## src/rtl/sel_pkg.sv

```systemverilog
// Purpose: Shared constants for the serial configuration ROM loader
// Assumes: 100 MHz ref_clk, three-wire serial ROM with 16-bit words
// Notes: Register selects, field positions, keys, opcodes and timing
package sel_pkg;
    // Register selects on the host register port
    localparam logic [1:0] REG_KEY = 2'h0;
    localparam logic [1:0] REG_CMD = 2'h1;
    localparam logic [1:0] REG_DATA = 2'h2;
    // Unlock keys
    localparam logic [31:0] KEY_FIRST = 32'hAA55_9966;
    localparam logic [31:0] KEY_SECOND = 32'h6699_55AA;
    // Command register fields
    localparam int CMD_COMPLETE_BIT = 25;
    localparam int CMD_ERROR_BIT = 24;
    localparam int CMD_RETRY_BIT = 24;
    localparam int CMD_OP_LSB = 22;
    localparam int CMD_INDEX_LSB = 16;
    // Reset values
    localparam logic COMPLETE_RESET = 1'b1;
    localparam logic ERROR_RESET = 1'b0;
    localparam logic [1:0] OP_RESET = 2'h0;
    localparam logic [5:0] INDEX_RESET = 6'h00;
    localparam logic [15:0] DATA_RESET = 16'h0000;
    // Operation codes
    localparam logic [1:0] OP_MISC = 2'h0;
    localparam logic [1:0] OP_WRITE = 2'h1;
    localparam logic [1:0] OP_READ = 2'h2;
    localparam logic [1:0] OP_ERASE = 2'h3;
    // Loaded configuration byte
    localparam logic [5:0] CFG_WORD_INDEX = 6'h07;
    localparam int CFG_WAKE_BIT = 4;
    localparam int CFG_DEBUG_BIT = 2;
    localparam int CFG_SWAP_BIT = 1;
    localparam int CFG_OPTROM_BIT = 0;
    localparam int LOAD_WORDS = 8;
    // Serial frame layout
    localparam logic [4:0] HDR_BITS = 5'h09;
    localparam logic [4:0] FRAME_BITS = 5'h19;
    localparam logic [4:0] DUMMY_SLOT = 5'h08;
    // Timing
    localparam int CLK_PERIOD_NS = 10;
    localparam int SK_HALF_NS = 500;
    localparam int SK_HALF_CYCLES = (SK_HALF_NS + CLK_PERIOD_NS - 1) / CLK_PERIOD_NS;
    localparam int WR_TIMEOUT_NS = 10000000;
    localparam int WR_TIMEOUT_CYCLES = WR_TIMEOUT_NS / CLK_PERIOD_NS;
endpackage

```

## src/rtl/sel_loader.sv

```systemverilog
// Purpose: Serial configuration ROM loader and software access registers
// Assumes: Host register port on ref_clk; ROM data pin is asynchronous
// Notes: Loads words after reset, then serves unlocked software access
`timescale 1ns/1ps
// Functional notes
// - After every reset, read the stored ROM words out to the configuration registers.
// - Software reaches the ROM through registers of the controller register space.
// - Command and data registers open only after the two key words back to back.
// - Writing one to the retry bit re-runs the pending operation.
// - A finished read leaves the addressed ROM word in the data register.
// - Completion flag at bit 25 reads one when done; resets to one.
// - Error flag at bit 24 reads one when the last operation failed.
// - Write-only retry control at bit 24, reset zero, for a stuck operation.
// - Op code field bits 23:22, read-write, resets to 00.
// - Index field bits 21:16, read-write, resets to 00.
// - Data register holds the word to write and returns the word read.
// - Loaded configuration bit 4 enables the wake signal.
// - Loaded configuration bit 2 opens debug register access.
// - Loaded configuration bit 1 byte-swaps configuration ROM read data.
// - Loaded configuration bit 0 sets the option ROM enable.
module sel_loader #(
    parameter int LOAD_WORDS = sel_pkg::LOAD_WORDS,
    parameter logic [5:0] CFG_INDEX = sel_pkg::CFG_WORD_INDEX,
    parameter int SK_HALF = sel_pkg::SK_HALF_CYCLES,
    parameter int WR_TIMEOUT_CYCLES = sel_pkg::WR_TIMEOUT_CYCLES
) (
    // Clock and reset
    input wire logic ref_clk,
    input wire logic rst_n,
    // Host register port
    input wire logic [1:0] regSel,
    input wire logic regWrEn,
    input wire logic regRdEn,
    input wire logic [31:0] regWrData,
    output logic [31:0] regRdData,
    output logic regRdValid,
    // Serial ROM pins
    output logic romCs,
    output logic romSk,
    output logic romDi,
    input wire logic romDo,
    // Loaded word stream
    output logic loadWrEn,
    output logic [5:0] loadIndex,
    output logic [15:0] loadData,
    output logic loadDone,
    // Loaded configuration
    output logic wakeSignalEnable,
    output logic debugAccessEnable,
    output logic cfgRomByteSwap,
    output logic optionRomEnable
);
    typedef enum logic [2:0] {
        LD_ISSUE = 3'b001,
        LD_WAIT = 3'b010,
        SW_READY = 3'b100
    } sel_state_t;

    sel_state_t state_ff, nxt_state;
    logic [5:0] loadIdx_ff;
    logic doMeta_ff, doSync_ff;
    logic keyStage_ff, unlocked_ff;
    logic complete_ff, error_ff;
    logic [1:0] opCode_ff;
    logic [5:0] index_ff;
    logic [15:0] data_ff;
    logic pendStart_ff;
    logic [31:0] regRdData_ff;
    logic regRdValid_ff;
    logic loadWrEn_ff, loadDone_ff;
    logic [5:0] loadIndex_ff;
    logic [15:0] loadData_ff;
    logic wake_ff, debug_ff, swap_ff, optRom_ff;
    logic engDone, engErr;
    logic [15:0] engRd;

    // Register decode
    wire ready = state_ff == SW_READY;
    wire keyWr = regWrEn & (regSel == sel_pkg::REG_KEY);
    wire cmdWr = regWrEn & (regSel == sel_pkg::REG_CMD) & unlocked_ff;
    wire dataWr = regWrEn & (regSel == sel_pkg::REG_DATA) & unlocked_ff;
    wire [1:0] wrOp = regWrData[sel_pkg::CMD_OP_LSB+:2];
    wire [5:0] wrIndex = regWrData[sel_pkg::CMD_INDEX_LSB+:6];
    wire retryReq = cmdWr & regWrData[sel_pkg::CMD_RETRY_BIT];
    wire cmdLaunch = cmdWr & (retryReq | (wrOp != sel_pkg::OP_WRITE));
    wire dataLaunch = dataWr & (opCode_ff == sel_pkg::OP_WRITE);
    wire swLaunch = ready & (cmdLaunch | dataLaunch);
    wire swStart = ready & pendStart_ff;
    wire engStart = (state_ff == LD_ISSUE) | swStart;
    wire [1:0] engOp = ready ? opCode_ff : sel_pkg::OP_READ;
    wire [5:0] engIdx = ready ? index_ff : loadIdx_ff;
    wire swDone = ready & engDone;
    wire loadGot = (state_ff == LD_WAIT) & engDone;
    wire loadLast = loadIdx_ff == 6'(LOAD_WORDS - 1);
    wire keyOk = keyStage_ff & (regWrData == sel_pkg::KEY_SECOND);
    wire keyFirst = regWrData == sel_pkg::KEY_FIRST;
    wire [31:0] cmdView = {6'h00, complete_ff, error_ff, opCode_ff, index_ff, 16'h0000};
    wire [31:0] dataView = {16'h0000, data_ff};
    wire cmdRd = (regSel == sel_pkg::REG_CMD) & unlocked_ff;
    wire dataRd = (regSel == sel_pkg::REG_DATA) & unlocked_ff;
    wire [31:0] rdMux = cmdRd ? cmdView : dataRd ? dataView : 32'h0000_0000;

    // ROM data pin synchroniser
    always_ff @(posedge ref_clk) begin
        if (!rst_n) begin
            doMeta_ff <= 1'b0;
            doSync_ff <= 1'b0;
        end else begin
            doMeta_ff <= romDo;
            doSync_ff <= doMeta_ff;
        end
    end

    // Load sequencing
    always_comb begin
        nxt_state = state_ff;
        unique case (state_ff)
            LD_ISSUE: nxt_state = LD_WAIT;
            LD_WAIT: if (engDone) nxt_state = loadLast ? SW_READY : LD_ISSUE;
            SW_READY: nxt_state = SW_READY;
        endcase
    end

    always_ff @(posedge ref_clk) begin
        if (!rst_n) state_ff <= LD_ISSUE;
        else state_ff <= nxt_state;
    end

    always_ff @(posedge ref_clk) begin
        if (!rst_n) loadIdx_ff <= 6'h00;
        else if (loadGot && !loadLast) loadIdx_ff <= loadIdx_ff + 6'h01;
    end

    // Loaded word stream
    always_ff @(posedge ref_clk) begin
        if (!rst_n) begin
            loadWrEn_ff <= 1'b0;
            loadDone_ff <= 1'b0;
            loadIndex_ff <= 6'h00;
            loadData_ff <= 16'h0000;
        end else begin
            loadWrEn_ff <= loadGot;
            if (loadGot && loadLast) loadDone_ff <= 1'b1;
            if (loadGot) loadIndex_ff <= loadIdx_ff;
            if (loadGot) loadData_ff <= engRd;
        end
    end

    // Configuration byte capture
    always_ff @(posedge ref_clk) begin
        if (!rst_n) begin
            wake_ff <= 1'b0;
            debug_ff <= 1'b0;
            swap_ff <= 1'b0;
            optRom_ff <= 1'b0;
        end else if (loadGot && loadIdx_ff == CFG_INDEX) begin
            wake_ff <= engRd[sel_pkg::CFG_WAKE_BIT];
            debug_ff <= engRd[sel_pkg::CFG_DEBUG_BIT];
            swap_ff <= engRd[sel_pkg::CFG_SWAP_BIT];
            optRom_ff <= engRd[sel_pkg::CFG_OPTROM_BIT];
        end
    end

    // Unlock key sequence
    always_ff @(posedge ref_clk) begin
        if (!rst_n) begin
            keyStage_ff <= 1'b0;
            unlocked_ff <= 1'b0;
        end else if (keyWr) begin
            unlocked_ff <= keyOk;
            keyStage_ff <= keyFirst;
        end
    end

    // Command fields
    always_ff @(posedge ref_clk) begin
        if (!rst_n) begin
            opCode_ff <= sel_pkg::OP_RESET;
            index_ff <= sel_pkg::INDEX_RESET;
        end else if (cmdWr && !retryReq) begin
            opCode_ff <= wrOp;
            index_ff <= wrIndex;
        end
    end

    // Launch one cycle after the register write so fields are settled
    always_ff @(posedge ref_clk) begin
        if (!rst_n) pendStart_ff <= 1'b0;
        else pendStart_ff <= swLaunch;
    end

    // Status flags, completion set wins over a same-cycle launch
    always_ff @(posedge ref_clk) begin
        if (!rst_n) begin
            complete_ff <= sel_pkg::COMPLETE_RESET;
            error_ff <= sel_pkg::ERROR_RESET;
        end else begin
            if (swDone) complete_ff <= 1'b1;
            else if (swStart) complete_ff <= 1'b0;
            if (swDone) error_ff <= engErr;
        end
    end

    // Data register
    always_ff @(posedge ref_clk) begin
        if (!rst_n) data_ff <= sel_pkg::DATA_RESET;
        else if (swDone && opCode_ff == sel_pkg::OP_READ) data_ff <= engRd;
        else if (dataWr) data_ff <= regWrData[15:0];
    end

    // Register read port
    always_ff @(posedge ref_clk) begin
        if (!rst_n) begin
            regRdData_ff <= 32'h0000_0000;
            regRdValid_ff <= 1'b0;
        end else begin
            regRdValid_ff <= regRdEn;
            if (regRdEn) regRdData_ff <= rdMux;
        end
    end

    sel_uwire_engine #(
        .SK_HALF(SK_HALF),
        .TIMEOUT(WR_TIMEOUT_CYCLES)
    ) u_engine (
        .ref_clk(ref_clk),
        .rst_n(rst_n),
        .start(engStart),
        .opCode(engOp),
        .index(engIdx),
        .wrData(data_ff),
        .done(engDone),
        .error(engErr),
        .rdData(engRd),
        .doIn(doSync_ff),
        .romCs(romCs),
        .romSk(romSk),
        .romDi(romDi)
    );

    assign regRdData = regRdData_ff;
    assign regRdValid = regRdValid_ff;
    assign loadWrEn = loadWrEn_ff;
    assign loadIndex = loadIndex_ff;
    assign loadData = loadData_ff;
    assign loadDone = loadDone_ff;
    assign wakeSignalEnable = wake_ff;
    assign debugAccessEnable = debug_ff;
    assign cfgRomByteSwap = swap_ff;
    assign optionRomEnable = optRom_ff;

    // Checks
    load_start_a: assert property (@(posedge ref_clk)
        $rose(rst_n) |-> engStart && !ready)
        else $error("load did not start after reset");
    lock_hold_a: assert property (@(posedge ref_clk) disable iff (!rst_n)
        (!unlocked_ff && regWrEn && regSel == sel_pkg::REG_CMD)
        |=> $stable(opCode_ff) && $stable(index_ff) && !pendStart_ff)
        else $error("locked command register changed");
    unlock_seq_a: assert property (@(posedge ref_clk) disable iff (!rst_n)
        (keyWr && keyStage_ff && regWrData == sel_pkg::KEY_SECOND) |=> unlocked_ff)
        else $error("key pair did not unlock");
    relock_key_a: assert property (@(posedge ref_clk) disable iff (!rst_n)
        (keyWr && !keyOk) |=> !unlocked_ff ##1 (unlocked_ff || !pendStart_ff))
        else $error("stray key write left registers open");
    retry_run_a: assert property (@(posedge ref_clk) disable iff (!rst_n)
        (ready && retryReq) |=> engStart ##1 !complete_ff || engDone)
        else $error("retry did not relaunch");
    read_data_a: assert property (@(posedge ref_clk) disable iff (!rst_n)
        (swDone && opCode_ff == sel_pkg::OP_READ) |=> data_ff == $past(engRd) && complete_ff)
        else $error("read word not in data register");
    complete_clr_a: assert property (@(posedge ref_clk) disable iff (!rst_n)
        (swStart && !engDone) |=> !complete_ff)
        else $error("completion not cleared on launch");
    cmd_view_a: assert property (@(posedge ref_clk) disable iff (!rst_n)
        (regRdEn && cmdRd) |=> regRdValid && regRdData[25:16] ==
        $past({complete_ff, error_ff, opCode_ff, index_ff}))
        else $error("command read view wrong");
    cfg_bits_a: assert property (@(posedge ref_clk) disable iff (!rst_n)
        (loadWrEn && loadIndex == CFG_INDEX) |-> wakeSignalEnable == loadData[4] &&
        debugAccessEnable == loadData[2] && cfgRomByteSwap == loadData[1] &&
        optionRomEnable == loadData[0])
        else $error("configuration bits not taken from loaded byte");
endmodule

```

## src/rtl/sel_uwire_engine.sv

```systemverilog
// Purpose: Serial ROM bit engine: one read, write, erase or mode frame
// Assumes: doIn synchronised to ref_clk; SK_HALF of 3 or more
// Notes: A start while busy aborts the frame in flight and begins anew
`timescale 1ns/1ps
module sel_uwire_engine #(
    parameter int SK_HALF = sel_pkg::SK_HALF_CYCLES,
    parameter int TIMEOUT = sel_pkg::WR_TIMEOUT_CYCLES
) (
    // Clock and reset
    input wire logic ref_clk,
    input wire logic rst_n,
    // Operation request
    input wire logic start,
    input wire logic [1:0] opCode,
    input wire logic [5:0] index,
    input wire logic [15:0] wrData,
    // Operation result
    output logic done,
    output logic error,
    output logic [15:0] rdData,
    // Serial pins
    input wire logic doIn,
    output logic romCs,
    output logic romSk,
    output logic romDi
);
    localparam int DW = $clog2(SK_HALF + 1);
    localparam int TW = $clog2(TIMEOUT + 1);
    typedef enum logic [3:0] {
        EN_IDLE = 4'b0001,
        EN_SHIFT = 4'b0010,
        EN_GAP = 4'b0100,
        EN_POLL = 4'b1000
    } sel_eng_state_t;

    sel_eng_state_t state_ff, nxt_state;
    logic [DW-1:0] divCnt_ff;
    logic [TW-1:0] pollCnt_ff;
    logic [4:0] bitCnt_ff;
    logic [24:0] frame_ff;
    logic [15:0] rdShift_ff;
    logic [1:0] op_ff;
    logic dummyBad_ff;

    wire tick = divCnt_ff == DW'(SK_HALF - 1);
    wire shifting = state_ff == EN_SHIFT;
    wire riseTick = shifting & tick & ~romSk;
    wire fallTick = shifting & tick & romSk;
    wire [4:0] frameLen = (op_ff == sel_pkg::OP_READ || op_ff == sel_pkg::OP_WRITE) ?
        sel_pkg::FRAME_BITS : sel_pkg::HDR_BITS;
    wire lastBit = fallTick & (bitCnt_ff == frameLen - 5'h01);
    wire needsPoll = op_ff == sel_pkg::OP_WRITE || op_ff == sel_pkg::OP_ERASE;
    wire gapEnd = (state_ff == EN_GAP) & tick;
    // Pin reads stale until the synchroniser has seen the select
    wire pollSettled = pollCnt_ff > TW'(1);
    wire pollHit = (state_ff == EN_POLL) & doIn & pollSettled;
    wire pollOut = (state_ff == EN_POLL) & ~doIn & (pollCnt_ff == TW'(TIMEOUT - 1));
    wire finish = (gapEnd & ~needsPoll) | pollHit | pollOut;

    // Frame sequencing
    always_comb begin
        nxt_state = state_ff;
        unique case (state_ff)
            EN_IDLE: nxt_state = state_ff;
            EN_SHIFT: if (lastBit) nxt_state = EN_GAP;
            EN_GAP: if (gapEnd) nxt_state = needsPoll ? EN_POLL : EN_IDLE;
            EN_POLL: if (pollHit | pollOut) nxt_state = EN_IDLE;
        endcase
        if (start) nxt_state = EN_SHIFT;
    end

    always_ff @(posedge ref_clk) begin
        if (!rst_n) state_ff <= EN_IDLE;
        else state_ff <= nxt_state;
    end

    // Serial clock divider
    always_ff @(posedge ref_clk) begin
        if (!rst_n || start || tick || state_ff == EN_IDLE) divCnt_ff <= '0;
        else divCnt_ff <= divCnt_ff + DW'(1);
    end

    // Shifting
    always_ff @(posedge ref_clk) begin
        if (!rst_n) begin
            frame_ff <= '0;
            bitCnt_ff <= 5'h00;
            op_ff <= sel_pkg::OP_RESET;
        end else if (start) begin
            frame_ff <= {1'b1, opCode, index, wrData};
            bitCnt_ff <= 5'h00;
            op_ff <= opCode;
        end else if (fallTick) begin
            frame_ff <= {frame_ff[23:0], 1'b0};
            bitCnt_ff <= bitCnt_ff + 5'h01;
        end
    end

    always_ff @(posedge ref_clk) begin
        if (!rst_n) begin
            rdShift_ff <= 16'h0000;
            dummyBad_ff <= 1'b0;
        end else if (start) begin
            dummyBad_ff <= 1'b0;
        end else if (fallTick) begin
            rdShift_ff <= {rdShift_ff[14:0], doIn};
            if (bitCnt_ff == sel_pkg::DUMMY_SLOT && op_ff == sel_pkg::OP_READ)
                dummyBad_ff <= doIn;
        end
    end

    // Ready polling after a program cycle
    always_ff @(posedge ref_clk) begin
        if (!rst_n || gapEnd) pollCnt_ff <= '0;
        else if (state_ff == EN_POLL) pollCnt_ff <= pollCnt_ff + TW'(1);
    end

    // Pins
    always_ff @(posedge ref_clk) begin
        if (!rst_n) begin
            romCs <= 1'b0;
            romSk <= 1'b0;
            romDi <= 1'b0;
        end else if (start) begin
            romCs <= 1'b1;
            romSk <= 1'b0;
            romDi <= 1'b1;
        end else begin
            if (lastBit || pollHit || pollOut) romCs <= 1'b0;
            else if (gapEnd && needsPoll) romCs <= 1'b1;
            if (riseTick) romSk <= 1'b1;
            else if (fallTick) romSk <= 1'b0;
            if (fallTick) romDi <= lastBit ? 1'b0 : frame_ff[23];
        end
    end

    // Result
    always_ff @(posedge ref_clk) begin
        if (!rst_n) begin
            done <= 1'b0;
            error <= 1'b0;
            rdData <= 16'h0000;
        end else begin
            done <= finish & ~start;
            if (finish) error <= pollOut | (gapEnd & dummyBad_ff);
            if (gapEnd && op_ff == sel_pkg::OP_READ) rdData <= rdShift_ff;
        end
    end
endmodule

```

## config.mk

```make
export PLATFORM = sky130hd
export DESIGN_NAME = sel_loader
export DESIGN_NICKNAME = d
export VERILOG_FILES = /design/src/rtl/sel_pkg.sv /design/src/rtl/sel_loader.sv /design/src/rtl/sel_uwire_engine.sv
export SDC_FILE = /design/constraint.sdc
export NUM_CORES = 1
export LEC_CHECK = 0
export BUFFER_PORTS_ARGS = -buffer_cell sky130_fd_sc_hd__buf_2
export CAP_MARGIN = 15
export CORE_AREA = 2 2 122 124
export CTS_CLUSTER_SIZE = 12
export DETAILED_ROUTE_END_ITERATION = 7
export DIE_AREA = 0 0 124 126
export PLACE_DENSITY = 0.78
export SYNTH_ARGS = -nofsm -noshare
export SYNTH_HDL_FRONTEND = slang
export SYNTH_SLANG_ARGS = --single-unit
export TNS_END_PERCENT = 10
```

## constraint.sdc

```tcl
create_clock -name ref_clk -period 2 [get_ports ref_clk]
set_clock_uncertainty 0.05 [all_clocks]
set_input_delay 0.6 -clock ref_clk [delete_from_list [all_inputs] [get_ports ref_clk]]
set_output_delay 0.6 -clock ref_clk [all_outputs]
set_load 0.02 [all_outputs]
```

After elaboration in Yosys (flattened, before gate mapping)
Index checks and enable logic that the tools add are counted.
W data, S select, Z words.

word-level totals
  input bits = 39
  logic and storage cells = 168
  output and inout bits = 64
  bits in latches = 0
  bits in writable memories = 0
  memories = 0
  flip-flop bits (word level) = 200
  ROM bits = 0

operators by class
  order comparisons = 1
  bitwise logic cells = 40
  multipliers = 0
  shift-type cells = 0
  muxes and demuxes = 26
  add/subtract/negate cells = 5
  reductions and logical operators = 29
  divide/modulo/power cells = 0
  equality and inequality tests = 30

operators with widths
  operator                 count
  $mux W16                 3
  $mux W24                 2
  $eq A32 B31 Y1 const B   1
  $eq A32 B32 Y1 const B   1
  $and A1 B1 Y1            27
  $mux W26                 1
  $add A20 B1 Y20 const B  1
  $eq A20 B20 Y1 const B   1
  $gt A20 B1 Y1 const B    1
  $mux W4                  4
  $add A6 B1 Y6 const B    2
  $pmux W4 S3              1
  $pmux W3 S3              1
  $eq A2 B2 Y1 const B     4
  $logic_or A1 B1 Y1       8
  $mux W1                  8
  $ne A2 B1 Y1 const B     4
  $reduce_and A4 Y1        2
  $logic_and A1 B1 Y1      7
  $or A1 B1 Y1             7
  $eq A2 B1 Y1 const B     3
  $eq A6 B3 Y1 const B     1
  $eq A6 B6 Y1 const B     1
  $mux W3                  2
  24 further kinds         38

Longest topological paths before layout
Gate-level depths: netlist of the first run.

  word-level depth = 10
  gate-level depth with buffers = 8
  gate-level depth less buffers = 7

Modules after synthesis
Synthesis of the first run repeated with hierarchy kept, for this count alone.

unflattened totals
  cell total of the unflattened synthesis = 947
  area total of the unflattened synthesis = 8424.3 µm²

modules (own cells, without submodules)
  module            instances  sequential area each (µm²)  cells each  area each (µm²)
  sel_uwire_engine  1          1981.9                      513         4335.4
  sel_loader        1          1901.8                      434         4088.9

Least setup slack after synthesis of the first run
Ideal clock, no wire load.

  path kind = register to register
  start = register u_engine.divCnt_ff[1]
  end = register u_engine.rdData[10]
  period minus slack after synthesis = 1.842 ns
  path buffers = 1
  arrival = 1.665 ns
  setup time = 0.128 ns
  data required time = 1.822 ns
  path slack = 0.158 ns
  cell stages (with the launch flop) = 9
  cells stage by stage = dfxtp_1 > inv_1 > ha_1 > and4bb_2 > and2_1 > nand3_2 > buf_2 > mux2i_1 > nor2_1

on the way
  cells in the longest elaborated chain, start to end = 3

RTL lines
  element                 line                     source
  from (decl)             sel_uwire_engine.sv:37   logic [DW-1:0] divCnt_ff;
  from (signal assigned)  sel_uwire_engine.sv:80   else divCnt_ff <= divCnt_ff + DW'(1);
  $eq A6 B6 Y1            sel_uwire_engine.sv:45   wire tick = divCnt_ff == DW'(SK_HALF - 1);
  $and A1 B1 Y1           sel_uwire_engine.sv:53   wire gapEnd = (state_ff == EN_GAP) & tick;
  $logic_and A1 B1 Y1     sel_uwire_engine.sv:146  if (gapEnd && op_ff == sel_pkg::OP_READ) rdData <= rdShift_ff;
  to (signal assigned)    sel_uwire_engine.sv:146
  to (decl)               sel_uwire_engine.sv:20   output logic [15:0] rdData,

No other way between the ends.
A chain may end at the register's enable or synchronous reset.

Worst setup path after layout of the first run
  start = register u_engine.state_ff[3]
  end = register u_engine.error

on the way
  cells in the longest elaborated chain, start to end = 5
  elaborated cells on any way between the ends = 12
  those cells by class = eq/ne: 2; bitwise: 10

RTL lines
  element                                       line                                                                    source
  from (decl)                                   sel_uwire_engine.sv:36                                                  sel_eng_state_t state_ff, nxt_state;
  from (signal assigned)                        sel_uwire_engine.sv:74                                                  else state_ff <= nxt_state;
  $eq A4 B3 Y1 or $eq A4 B4 Y1 (tied branches)  sel_uwire_engine.sv:53, sel_uwire_engine.sv:56, sel_uwire_engine.sv:57
  $and A1 B1 Y1 (on tied branches)              sel_uwire_engine.sv:53, sel_uwire_engine.sv:56
  $and A1 B1 Y1 (on tied branches)              sel_uwire_engine.sv:58, sel_uwire_engine.sv:56
  $or A1 B1 Y1 (2 in series)                    sel_uwire_engine.sv:58                                                  wire finish = (gapEnd & ~needsPoll) | pollHit | pollOut;
  to (signal assigned)                          sel_uwire_engine.sv:145                                                 if (finish) error <= pollOut | (gapEnd & dummyBad_ff);
  to (decl)                                     sel_uwire_engine.sv:19                                                  output logic error,

Parallel ways exist; a longest one is shown, timed or not.

==> results.sh, run 1 <==
export IMPL_status="finished clean"
export IMPL_synthCells=928
export IMPL_fillers=1176
export IMPL_worst_path_buf_inv=1
export IMPL_via_per_inst=5.62
export IMPL_worstRegToRegCells=6
export IMPL_grt_pass1_wl_mm=32.3
export IMPL_tightestPinTransition_ns=0.567
export IMPL_criticalPathCategory="reg -> reg"
export IMPL_period_share=0.951
export IMPL_final_area_um2=9680
export IMPL_ys_flop_type="dfxtp_1"
export IMPL_synth_distinct_cells=61
export IMPL_tritoncts_num_buffers=17
export IMPL_grt_pass1_vias=6595
export IMPL_max_cap_violations=0
export IMPL_synth_edf_count=0
export IMPL_fmax_ghz=0.526
export IMPL_dp_worst_setup_slack_ns=-0.142
export IMPL_yosysTopAreaCell="dfxtp_1"
export IMPL_crit_family="simple AND/OR/NAND/NOR gates"
export IMPL_hpwl_mm=13.6
export IMPL_antenna_found_initial=1
export IMPL_grt_start_max_net_pins=44
export IMPL_drc=0
export IMPL_chipWidth_um=124
export IMPL_initial_core_util=0.567
export IMPL_ff_latch_area_um2=3890
export IMPL_route_antenna_remaining_nets=0
export IMPL_wl_per_cell_um=15.9
export IMPL_drt_iter0_markers=672
export IMPL_synth_seq_area_share=0.479
export IMPL_grt_total_usage=0.260
export IMPL_drt_total_wl_mm=19.5
export IMPL_multi_input_area_um2=3950
export IMPL_core_um2=14300
export IMPL_ys_seq_elements=194
export IMPL_synth_top_area_frac=0.479
export IMPL_critPathRequiredTime_ns=2.30
export IMPL_syn_to_final_growth_pct=19.4
export IMPL_syn_area_per_cell_um2=8.74
export IMPL_syn_area_um2=8110
export IMPL_fp_dieH_um=126
export IMPL_clock_sinks=194
export IMPL_drive_gt1_frac=0.187
export IMPL_worst_setup_path_end_kind="register"
export IMPL_cellPowerDensity_nw_per_um2=828
export IMPL_critical_path_slowest_cell="dfxtp_1"
export IMPL_min_period_ns=1.90
export IMPL_ir_drop_mv=0.782
export IMPL_setup_viol=0
export IMPL_path_cells="nor4b_2 -> buf_4 -> nand4_4 -> nor3_4 -> a2111oi_0 -> nor4_1"
export IMPL_cp_num_cells=6
export IMPL_holdPathStages=2
export IMPL_dr_pass1_iters=5
export IMPL_dieArea_um2=15600
export IMPL_relSlewSlack=0.622
export IMPL_final_cell_mix="dfxtp_1 (192), nand2_1 (156), nor2_1 (135), buf_2 (96), a21oi_1 (79)"
export IMPL_crit_fanout=11
export IMPL_layout_commonest_cell="dfxtp_1"
export IMPL_num_vias=6912
export IMPL_tritoncts="built"
export IMPL_rsz0062_at_grt="true"
export IMPL_ys_warn_count=0
export IMPL_finish_utilization=0.676
export IMPL_placed_cell_area_um2=9010
export IMPL_routabilityCongestion=0.860
export IMPL_hp_class="in -> reg"
export IMPL_clock_path_buffers=2
export IMPL_portBuffers=96
export IMPL_rows=44
export IMPL_ys_async_sr_fraction=0
export IMPL_ys_top_cells_by_area="dfxtp_1 (48%), nand2_1 (7.2%), nor2_1 (6.2%)"
export IMPL_cp_slowest_stage_delay_ns=0.55
export IMPL_h_tree_depth=4
export IMPL_crit_arrival_ns=2.20
export IMPL_clk_pin_slew_ns=0.07
export IMPL_io_pins=103
export IMPL_final_nets=1081
export IMPL_worst_slack_ns=0.0983
export IMPL_final_max_slew_viol_count=0
export IMPL_p_leak_nw=4.04
export IMPL_clock_latency_ns=0.43
export IMPL_grt_ovfl_total=0
export IMPL_finalHoldViolations=0
export IMPL_start_kind="register"
export IMPL_cts_root_buf="clkbuf_16"
## flip-flops by register name, summed over array words and instances, names as in the netlist, 2 cells and up
name / count
regRdData: 26
u_engine.frame_ff: 24
u_engine.pollCnt_ff: 20
data_ff: 16
loadData: 16
u_engine.rdData: 16
u_engine.rdShift_ff: 16
index_ff: 6
loadIdx_ff: 6
loadIndex: 6
u_engine.divCnt_ff: 6
u_engine.bitCnt_ff: 5
u_engine.state_ff: 4
state_ff: 3
opCode_ff: 2
u_engine.op_ff: 2
## power by group
part | switching, W | internal, W
clock network | 0.00165 | 0.00206
logic | 0.000214 | 0.000141
registers | 0.0000446 | 0.00391
total | 0.00191 | 0.00611
## worst paths after layout
path	startpoint	end	slack [ns]
hold reg to reg	doMeta_ff	doSync_ff	0.39
setup reg to reg	u_engine.state_ff[3]	u_engine.error	0.1
setup / recovery	u_engine.state_ff[3]	u_engine.error	0.1
hold / removal	romDo	doMeta_ff	0.32
## logic make-up after synthesis
group,Yosys count,share of synthesized area
multiplexers,48,0.0594
adder cells (fa/ha/maj),11,0.0170
buffers and inverters,72,0.0401
AO/OA/AOI/OAI,144,0.112
AND/OR/NAND/NOR,426,0.258
flip-flops,194,0.479
XOR/XNOR,32,0.0346
other,1,0.000462
## synthesized netlist by cell type, types with 2 or more instances
library cell,n
a211oi_1,22
a21oi_1,79
a22oi_1,2
a311oi_1,21
a31oi_1,3
and2_1,4
and3_1,8
and4_1,3
and4b_1,2
buf_2,5
buf_4,7
buf_6,3
clkbuf_1,46
dfxtp_1,194
ha_1,11
inv_1,9
mux2i_1,47
nand2_1,156
nand2b_1,2
nand3_1,15
nand3_2,2
nand3b_1,2
nand4_1,15
nand4b_1,3
nor2_1,135
nor2b_1,36
nor3_1,7
nor3b_1,2
nor4_1,7
nor4_2,2
nor4b_1,3
nor4b_4,2
nor4bb_1,5
o2111ai_1,2
o21ai_0,6
o32ai_1,2
or3_1,2
or4bb_1,3
xnor2_1,14
xor2_1,18
## final cells by class
type | count | share of cell area
antenna | 1 | 0.000258
multi-input combinational | 667 | 0.408
clock buffer | 17 | 0.0439
timing repair buffer | 141 | 0.0948
inverter | 10 | 0.00413
clock inverter | 15 | 0.0238
sequential | 194 | 0.401
tap | 184 | 0.0238
## stage by stage
stage	hold slack, ns	total power, W	TNS, ns	instances
finish	0.321	0.00801	0	1229
global route	0.324	0.00826	-0.0178	1229
detailed placement	0.373	0.00439	-0.206	1196
global placement	0.373	0.00438	-0.135	1196
CTS	0.313	0.00805	0	1228
floorplan	0.362	0.00424	0	933
## metal layers
layer  share of wire  global-route usage  wire length, um
met2            0.47               0.405             9090
met4           0.025              0.0892              483
met1            0.45               0.351             8830
met3           0.057              0.0688             1120
met5               0                   0                0
## repair_timing
action                                  in CTS  in global routing
hold endpoints to repair                     0                  0
resized for setup                            0                  4
endpoints found under the setup margin       0                 13
hold buffers                                 0                  0
buffers inserted                             0                  0
(Power assumes the default switching activity.)
==> run 2: changes to the inputs <==
REMOVE_ABC_BUFFERS = 1   (was not set)
==> run 2 against run 1 <==
Net effect: critical path depth down 1; clock power fell by 9.7%; global-route usage decreased by 0.94 points; sequential power about the same; total power shrank 4.5%; critical path type unchanged; design area fell by 0.53%; hold slack better by 0.017 ns; die area is the same; core utilization down 0.36 points; worst setup slack better by 0.015 ns; largest power group unchanged.
==> results.sh, run 2 (synthesis gave the netlist of run 1 again) <==
export IMPL_status="finished clean"
export IMPL_chipWidth_um=124
export IMPL_tritoncts="built"
export IMPL_num_vias=6865
export IMPL_final_max_slew_viol_count=0
export IMPL_final_cell_mix="dfxtp_1 (191), nand2_1 (156), nor2_1 (135), buf_2 (96), a21oi_1 (79)"
export IMPL_max_cap_violations=0
export IMPL_io_pins=103
export IMPL_core_um2=14300
export IMPL_period_share=0.944
export IMPL_grt_ovfl_total=0
export IMPL_dr_pass1_iters=5
export IMPL_final_nets=1081
export IMPL_fin_tns_setup_ns=0
export IMPL_setup_viol=0
export IMPL_diodes=0
export IMPL_cellPowerDensity_nw_per_um2=795
export IMPL_h_tree_depth=4
export IMPL_wl_per_cell_um=15.5
export IMPL_start_kind="register"
export IMPL_initial_core_util=0.567
export IMPL_hold_buffers=0
export IMPL_routabilityCongestion=0.905
export IMPL_drc=0
export IMPL_grt_total_usage=0.251
export IMPL_clk_pin_slew_ns=0.07
export IMPL_largest_reg_flops=26
export IMPL_fp_dieH_um=126
export IMPL_grt_pass1_vias=6309
export IMPL_tightestPinTransition_ns=0.523
export IMPL_tritoncts_num_buffers=17
export IMPL_grt_start_max_net_pins=48
export IMPL_finalHoldViolations=0
export IMPL_portBuffers=96
export IMPL_grt_pass1_wl_mm=30.8
export IMPL_crit_arrival_ns=2.16
export IMPL_critPathRequiredTime_ns=2.27
export IMPL_whs_ns=0.338
export IMPL_clock_path_buffers=2
export IMPL_syn_to_final_growth_pct=18.7
export IMPL_clock_latency_ns=0.44
export IMPL_relSlewSlack=0.651
export IMPL_hpwl_mm=13.4
export IMPL_route_antenna_remaining_nets=0
export IMPL_cts_root_buf="clkbuf_16"
export IMPL_rsz0062_at_grt="false"
export IMPL_drt_total_wl_mm=19.0
export IMPL_via_per_inst=5.59
export IMPL_worst_setup_path_end_kind="register"
export IMPL_dieArea_um2=15600
export IMPL_clock_sinks=194
export IMPL_p_leak_nw=4.03
export IMPL_fmax_ghz=0.530
export IMPL_crit_fanout=5
export IMPL_drt_iter0_markers=392
export IMPL_min_period_ns=1.89
export IMPL_hp_class="in -> reg"
export IMPL_rows=44
export IMPL_ir_drop_mv=0.548
export IMPL_criticalPathCategory="reg -> reg"
export IMPL_antenna_found_initial=0
export IMPL_layout_commonest_cell="dfxtp_1"
export IMPL_drive_gt1_frac=0.189
==> run 2: stage by stage <==
stage / power (W) / worst slack, ns / instances / utilization / instance area [um^2]
floorplan: 0.00421 / -1.59 / 871 / - / 7840
global placement: 0.00437 / -0.0431 / 1189 / 0.627 / 8970
detailed placement: 0.00438 / -0.111 / 1189 / 0.627 / 8970
CTS: 0.00770 / 0.0153 / 1221 / 0.668 / 9560
global route: 0.00790 / 0.0113 / 1228 / 0.673 / 9630
finish: 0.00765 / 0.113 / 1228 / 0.673 / 9630
==> run 2: what timing repair did <==
| item | in CTS | in global routing |
|---|---|---|
| setup buffers | 0 | 7 |
| resized for setup | 0 | 6 |
| endpoints found under the setup margin | 0 | 8 |
==> run 2: power by group <==
| part | total, W | internal (W) | switching (W) |
|---|---|---|---|
| logic | 0.000344 | 0.000142 | 0.000202 |
| clock network | 0.00335 | 0.00179 | 0.00156 |
| registers | 0.00396 | 0.00391 | 0.0000490 |
==> run 2: area by class of cell <==
cell class	instances	area, um^2
clock inverters	14	143
fillers	1173	4680
multi-input cells	667	3960
repair buffers	141	931
well taps	184	230
flip-flops and latches	194	3890
inverters	10	40.0
clock buffers	18	439
==> run 2: routing by layer <==
metal,global-route usage,share of wire
met1,0.343,0.46
met2,0.374,0.45
met3,0.0571,0.062
met4,0.122,0.032
met5,0,0
==> run 2: final timing paths <==
| kind | from | end | slack [ns] | cells after the start |
|---|---|---|---|---|
| worst max-delay path | u_engine.pollCnt_ff[11] | u_engine.done | 0.11 | 5 |
| worst min-delay path | romDo | doMeta_ff | 0.34 | 2 |
| worst max register to register | u_engine.pollCnt_ff[11] | u_engine.done | 0.11 | 5 |
| worst min register to register | doMeta_ff | doSync_ff | 0.38 | 1 |
==> run 2: critical path, stage by stage, from the launching register on <==
cell     delay (ns)
dfxtp_1        0.36
nor4_2         0.38
nand4_1        0.15
o41ai_2        0.31
nor2_1         0.14
o311a_1        0.38
==> run 3: changes to the inputs <==
--- a/config.mk
+++ b/config.mk
@@ -6,10 +6,11 @@
 export NUM_CORES = 1
 export LEC_CHECK = 0
+export ABC_CLOCK_PERIOD_IN_PS = 2000
 export BUFFER_PORTS_ARGS = -buffer_cell sky130_fd_sc_hd__buf_2
 export CAP_MARGIN = 15
-export CORE_AREA = 2 2 122 124
+export CORE_AREA = 2 2 87 173
 export CTS_CLUSTER_SIZE = 12
 export DETAILED_ROUTE_END_ITERATION = 7
-export DIE_AREA = 0 0 124 126
+export DIE_AREA = 0 0 89 175
 export PLACE_DENSITY = 0.78
 export REMOVE_ABC_BUFFERS = 1
--- a/constraint.sdc
+++ b/constraint.sdc
@@ -3,3 +3,3 @@
 set_input_delay 0.6 -clock ref_clk [delete_from_list [all_inputs] [get_ports ref_clk]]
 set_output_delay 0.6 -clock ref_clk [all_outputs]
-set_load 0.02 [all_outputs]
+set_load 0.1 [all_outputs]
==> run 3 against run 2 <==
Net effect: clock power is 3% lower; largest power group unchanged; largest cell class unchanged; first-iteration DRC count is 3.3% higher; sequential share of layout area is 0.48 points lower; critical path depth is 4 lower; routed wire length is 12% higher; non-clock buffer count is 7 higher.
==> results.sh, run 3 (synthesis gave the netlist of run 1 again) <==
export IMPL_clock_path_buffers=2
export IMPL_ff2ff_setup_slack_ns=0.06
export IMPL_chipWidth_um=89
export IMPL_crit_family="flip-flops"
export IMPL_critPathRequiredTime_ns=1.35
export IMPL_num_vias=7103
export IMPL_internal_power_w=0.00569
export IMPL_fmax_ghz=0.511
export IMPL_grt_start_max_net_pins=38
export IMPL_tritoncts="built"
export IMPL_holdPathStages=2
export IMPL_crit_fanout=6
export IMPL_final_max_slew_viol_count=0
export IMPL_hpwl_mm=15.0
export IMPL_core_um2=14300
export IMPL_clock_sinks=194
export IMPL_drt_total_wl_mm=21.3
export IMPL_drt_iter0_markers=405
export IMPL_ir_drop_mv=0.757
export IMPL_final_area_um2=9750
export IMPL_path_cells="buf_4"
export IMPL_cp_num_cells=1
export IMPL_r2r_start="u_engine.state_ff[2]"
export IMPL_criticalPathCategory="reg -> out"
export IMPL_rsz0062_at_grt="true"
export IMPL_h_tree_depth=4
export IMPL_tritoncts_num_buffers=17
export IMPL_fin_cells=1243
export IMPL_initial_core_util=0.568
export IMPL_syn_to_final_growth_pct=20.2
export IMPL_route_antenna_remaining_nets=0
export IMPL_dr_pass1_iters=5
export IMPL_via_per_inst=5.71
export IMPL_status="finished clean"
export IMPL_clock_latency_ns=0.44
export IMPL_hold_end="doMeta_ff"
export IMPL_min_period_ns=1.96
export IMPL_relSlewSlack=0.603
export IMPL_drive_gt1_frac=0.196
export IMPL_grt_total_usage=0.277
export IMPL_portBuffers=96
export IMPL_fp_dieH_um=175
export IMPL_p_leak_nw=4.07
export IMPL_tightestPinTransition_ns=0.587
export IMPL_dieArea_um2=15600
export IMPL_clk_pin_slew_ns=0.07
export IMPL_start_kind="register"
export IMPL_crit_arrival_ns=1.31
export IMPL_layout_commonest_cell="dfxtp_1"
export IMPL_fillers=1161
export IMPL_period_share=0.979
export IMPL_cts_root_buf="clkbuf_16"
export IMPL_cellPowerDensity_nw_per_um2=782
export IMPL_dp_cells=1208
export IMPL_p_comb_frac=0.056
export IMPL_grt_ovfl_total=0
export IMPL_final_cell_mix="dfxtp_1 (191), nand2_1 (156), nor2_1 (134), buf_2 (95), a21oi_1 (79)"
export IMPL_hp_class="in -> reg"
export IMPL_io_pins=103
export IMPL_critical_path_slowest_cell="dfxtp_1"
export IMPL_grt_pass1_wl_mm=33.4
export IMPL_wl_per_cell_um=17.1
export IMPL_timing_rr_end="u_engine.bitCnt_ff[3]"
export IMPL_diodes=0
export IMPL_max_cap_violations=0
export IMPL_routabilityCongestion=0.901
export IMPL_hp_start="romDo"
export IMPL_setup_viol=0
export IMPL_worst_path_buf_inv=1
export IMPL_fin_tns_setup_ns=0
export IMPL_antenna_found_initial=0
export IMPL_worst_setup_path_end_kind="output pin"
export IMPL_p_clk_frac=0.426
export IMPL_cp_slowest_stage_delay_ns=0.51
export IMPL_rows=62
export IMPL_pwr_share_seq=0.518
export IMPL_final_nets=1088
export IMPL_worstRegToRegCells=6
export IMPL_drc=0
export IMPL_placed_cell_area_um2=9090
export IMPL_total_power_w=0.00762
export IMPL_largest_reg_flops=26
export IMPL_switching_share=0.254
export IMPL_grt_pass1_vias=6887
export IMPL_finalHoldViolations=0
export IMPL_switchingPower_w=0.00193
-- run 3: cell count changes in the layout (fill, tap and decap cells not counted), sizes merged --
| cell | previous run | this run |
|---|---|---|
| clkinvlp | 1 | 2 |
| clkinv | 4 | 5 |
| buf | 141 | 148 |
| inv | 18 | 17 |
| bufinv | 1 | 0 |
-- run 3: per-layer routing --
layer / wire [um] / up-vias / part of all wire / track usage
li1: - / 3408 / - / -
met1: 7750 / 3414 / 0.36 / 0.284
met2: 11600 / 210 / 0.54 / 0.497
met3: 881 / 71 / 0.041 / 0.0548
met4: 1040 / 0 / 0.049 / 0.165
met5: 0 / - / 0 / 0
-- run 3: final cells by class --
class,count,area (um^2),area share
multi-input cells,667,4020,0.412
well taps,192,240,0.0246
clock buffers,18,429,0.0440
repair buffers,148,1010,0.104
clock inverters,14,124,0.0127
inverters,10,40.0,0.00411
flip-flops and latches,194,3890,0.399
-- run 3: through the flow --
step	utilization	setup WS [ns]	hold WS (ns)
global route	0.683	-0.00440	0.319
finish	0.683	0.0417	0.319
CTS	0.676	0.00620	0.304
floorplan	-	-1.59	0.362
detailed placement	0.637	-0.287	0.377
global placement	0.637	-0.308	0.363
-- run 3: power groups by stage --
stage          clock (W)  combinational [W]  sequential, W
2_1_floorplan          0           0.000214        0.00406
5_1_grt          0.00343           0.000458        0.00395
3_5_place_dp           0           0.000420        0.00404
6_report         0.00325           0.000427        0.00395
3_3_place_gp           0           0.000413        0.00404
4_1_cts          0.00329           0.000421        0.00395
-- run 3: repair_timing --
action	CTS	global route
setup endpoints to repair	1	31
hold buffers	0	0
setup buffers	0	3
resized for setup	1	14
pin swaps	0	7
-- run 3: worst max path at each step --
stage / end / from / slack (ns)
2_1_floorplan: u_engine.state_ff[0] / rst_n / -1.59
3_3_place_gp: keyStage_ff / regWrData[13] / -0.31
3_5_place_dp: keyStage_ff / regWrData[13] / -0.29
4_1_cts: u_engine.frame_ff[3] / u_engine.state_ff[2] / 0.006
5_1_grt: u_engine.bitCnt_ff[3] / u_engine.state_ff[2] / -0.004
6_report: romSk / u_engine.romSk / 0.04
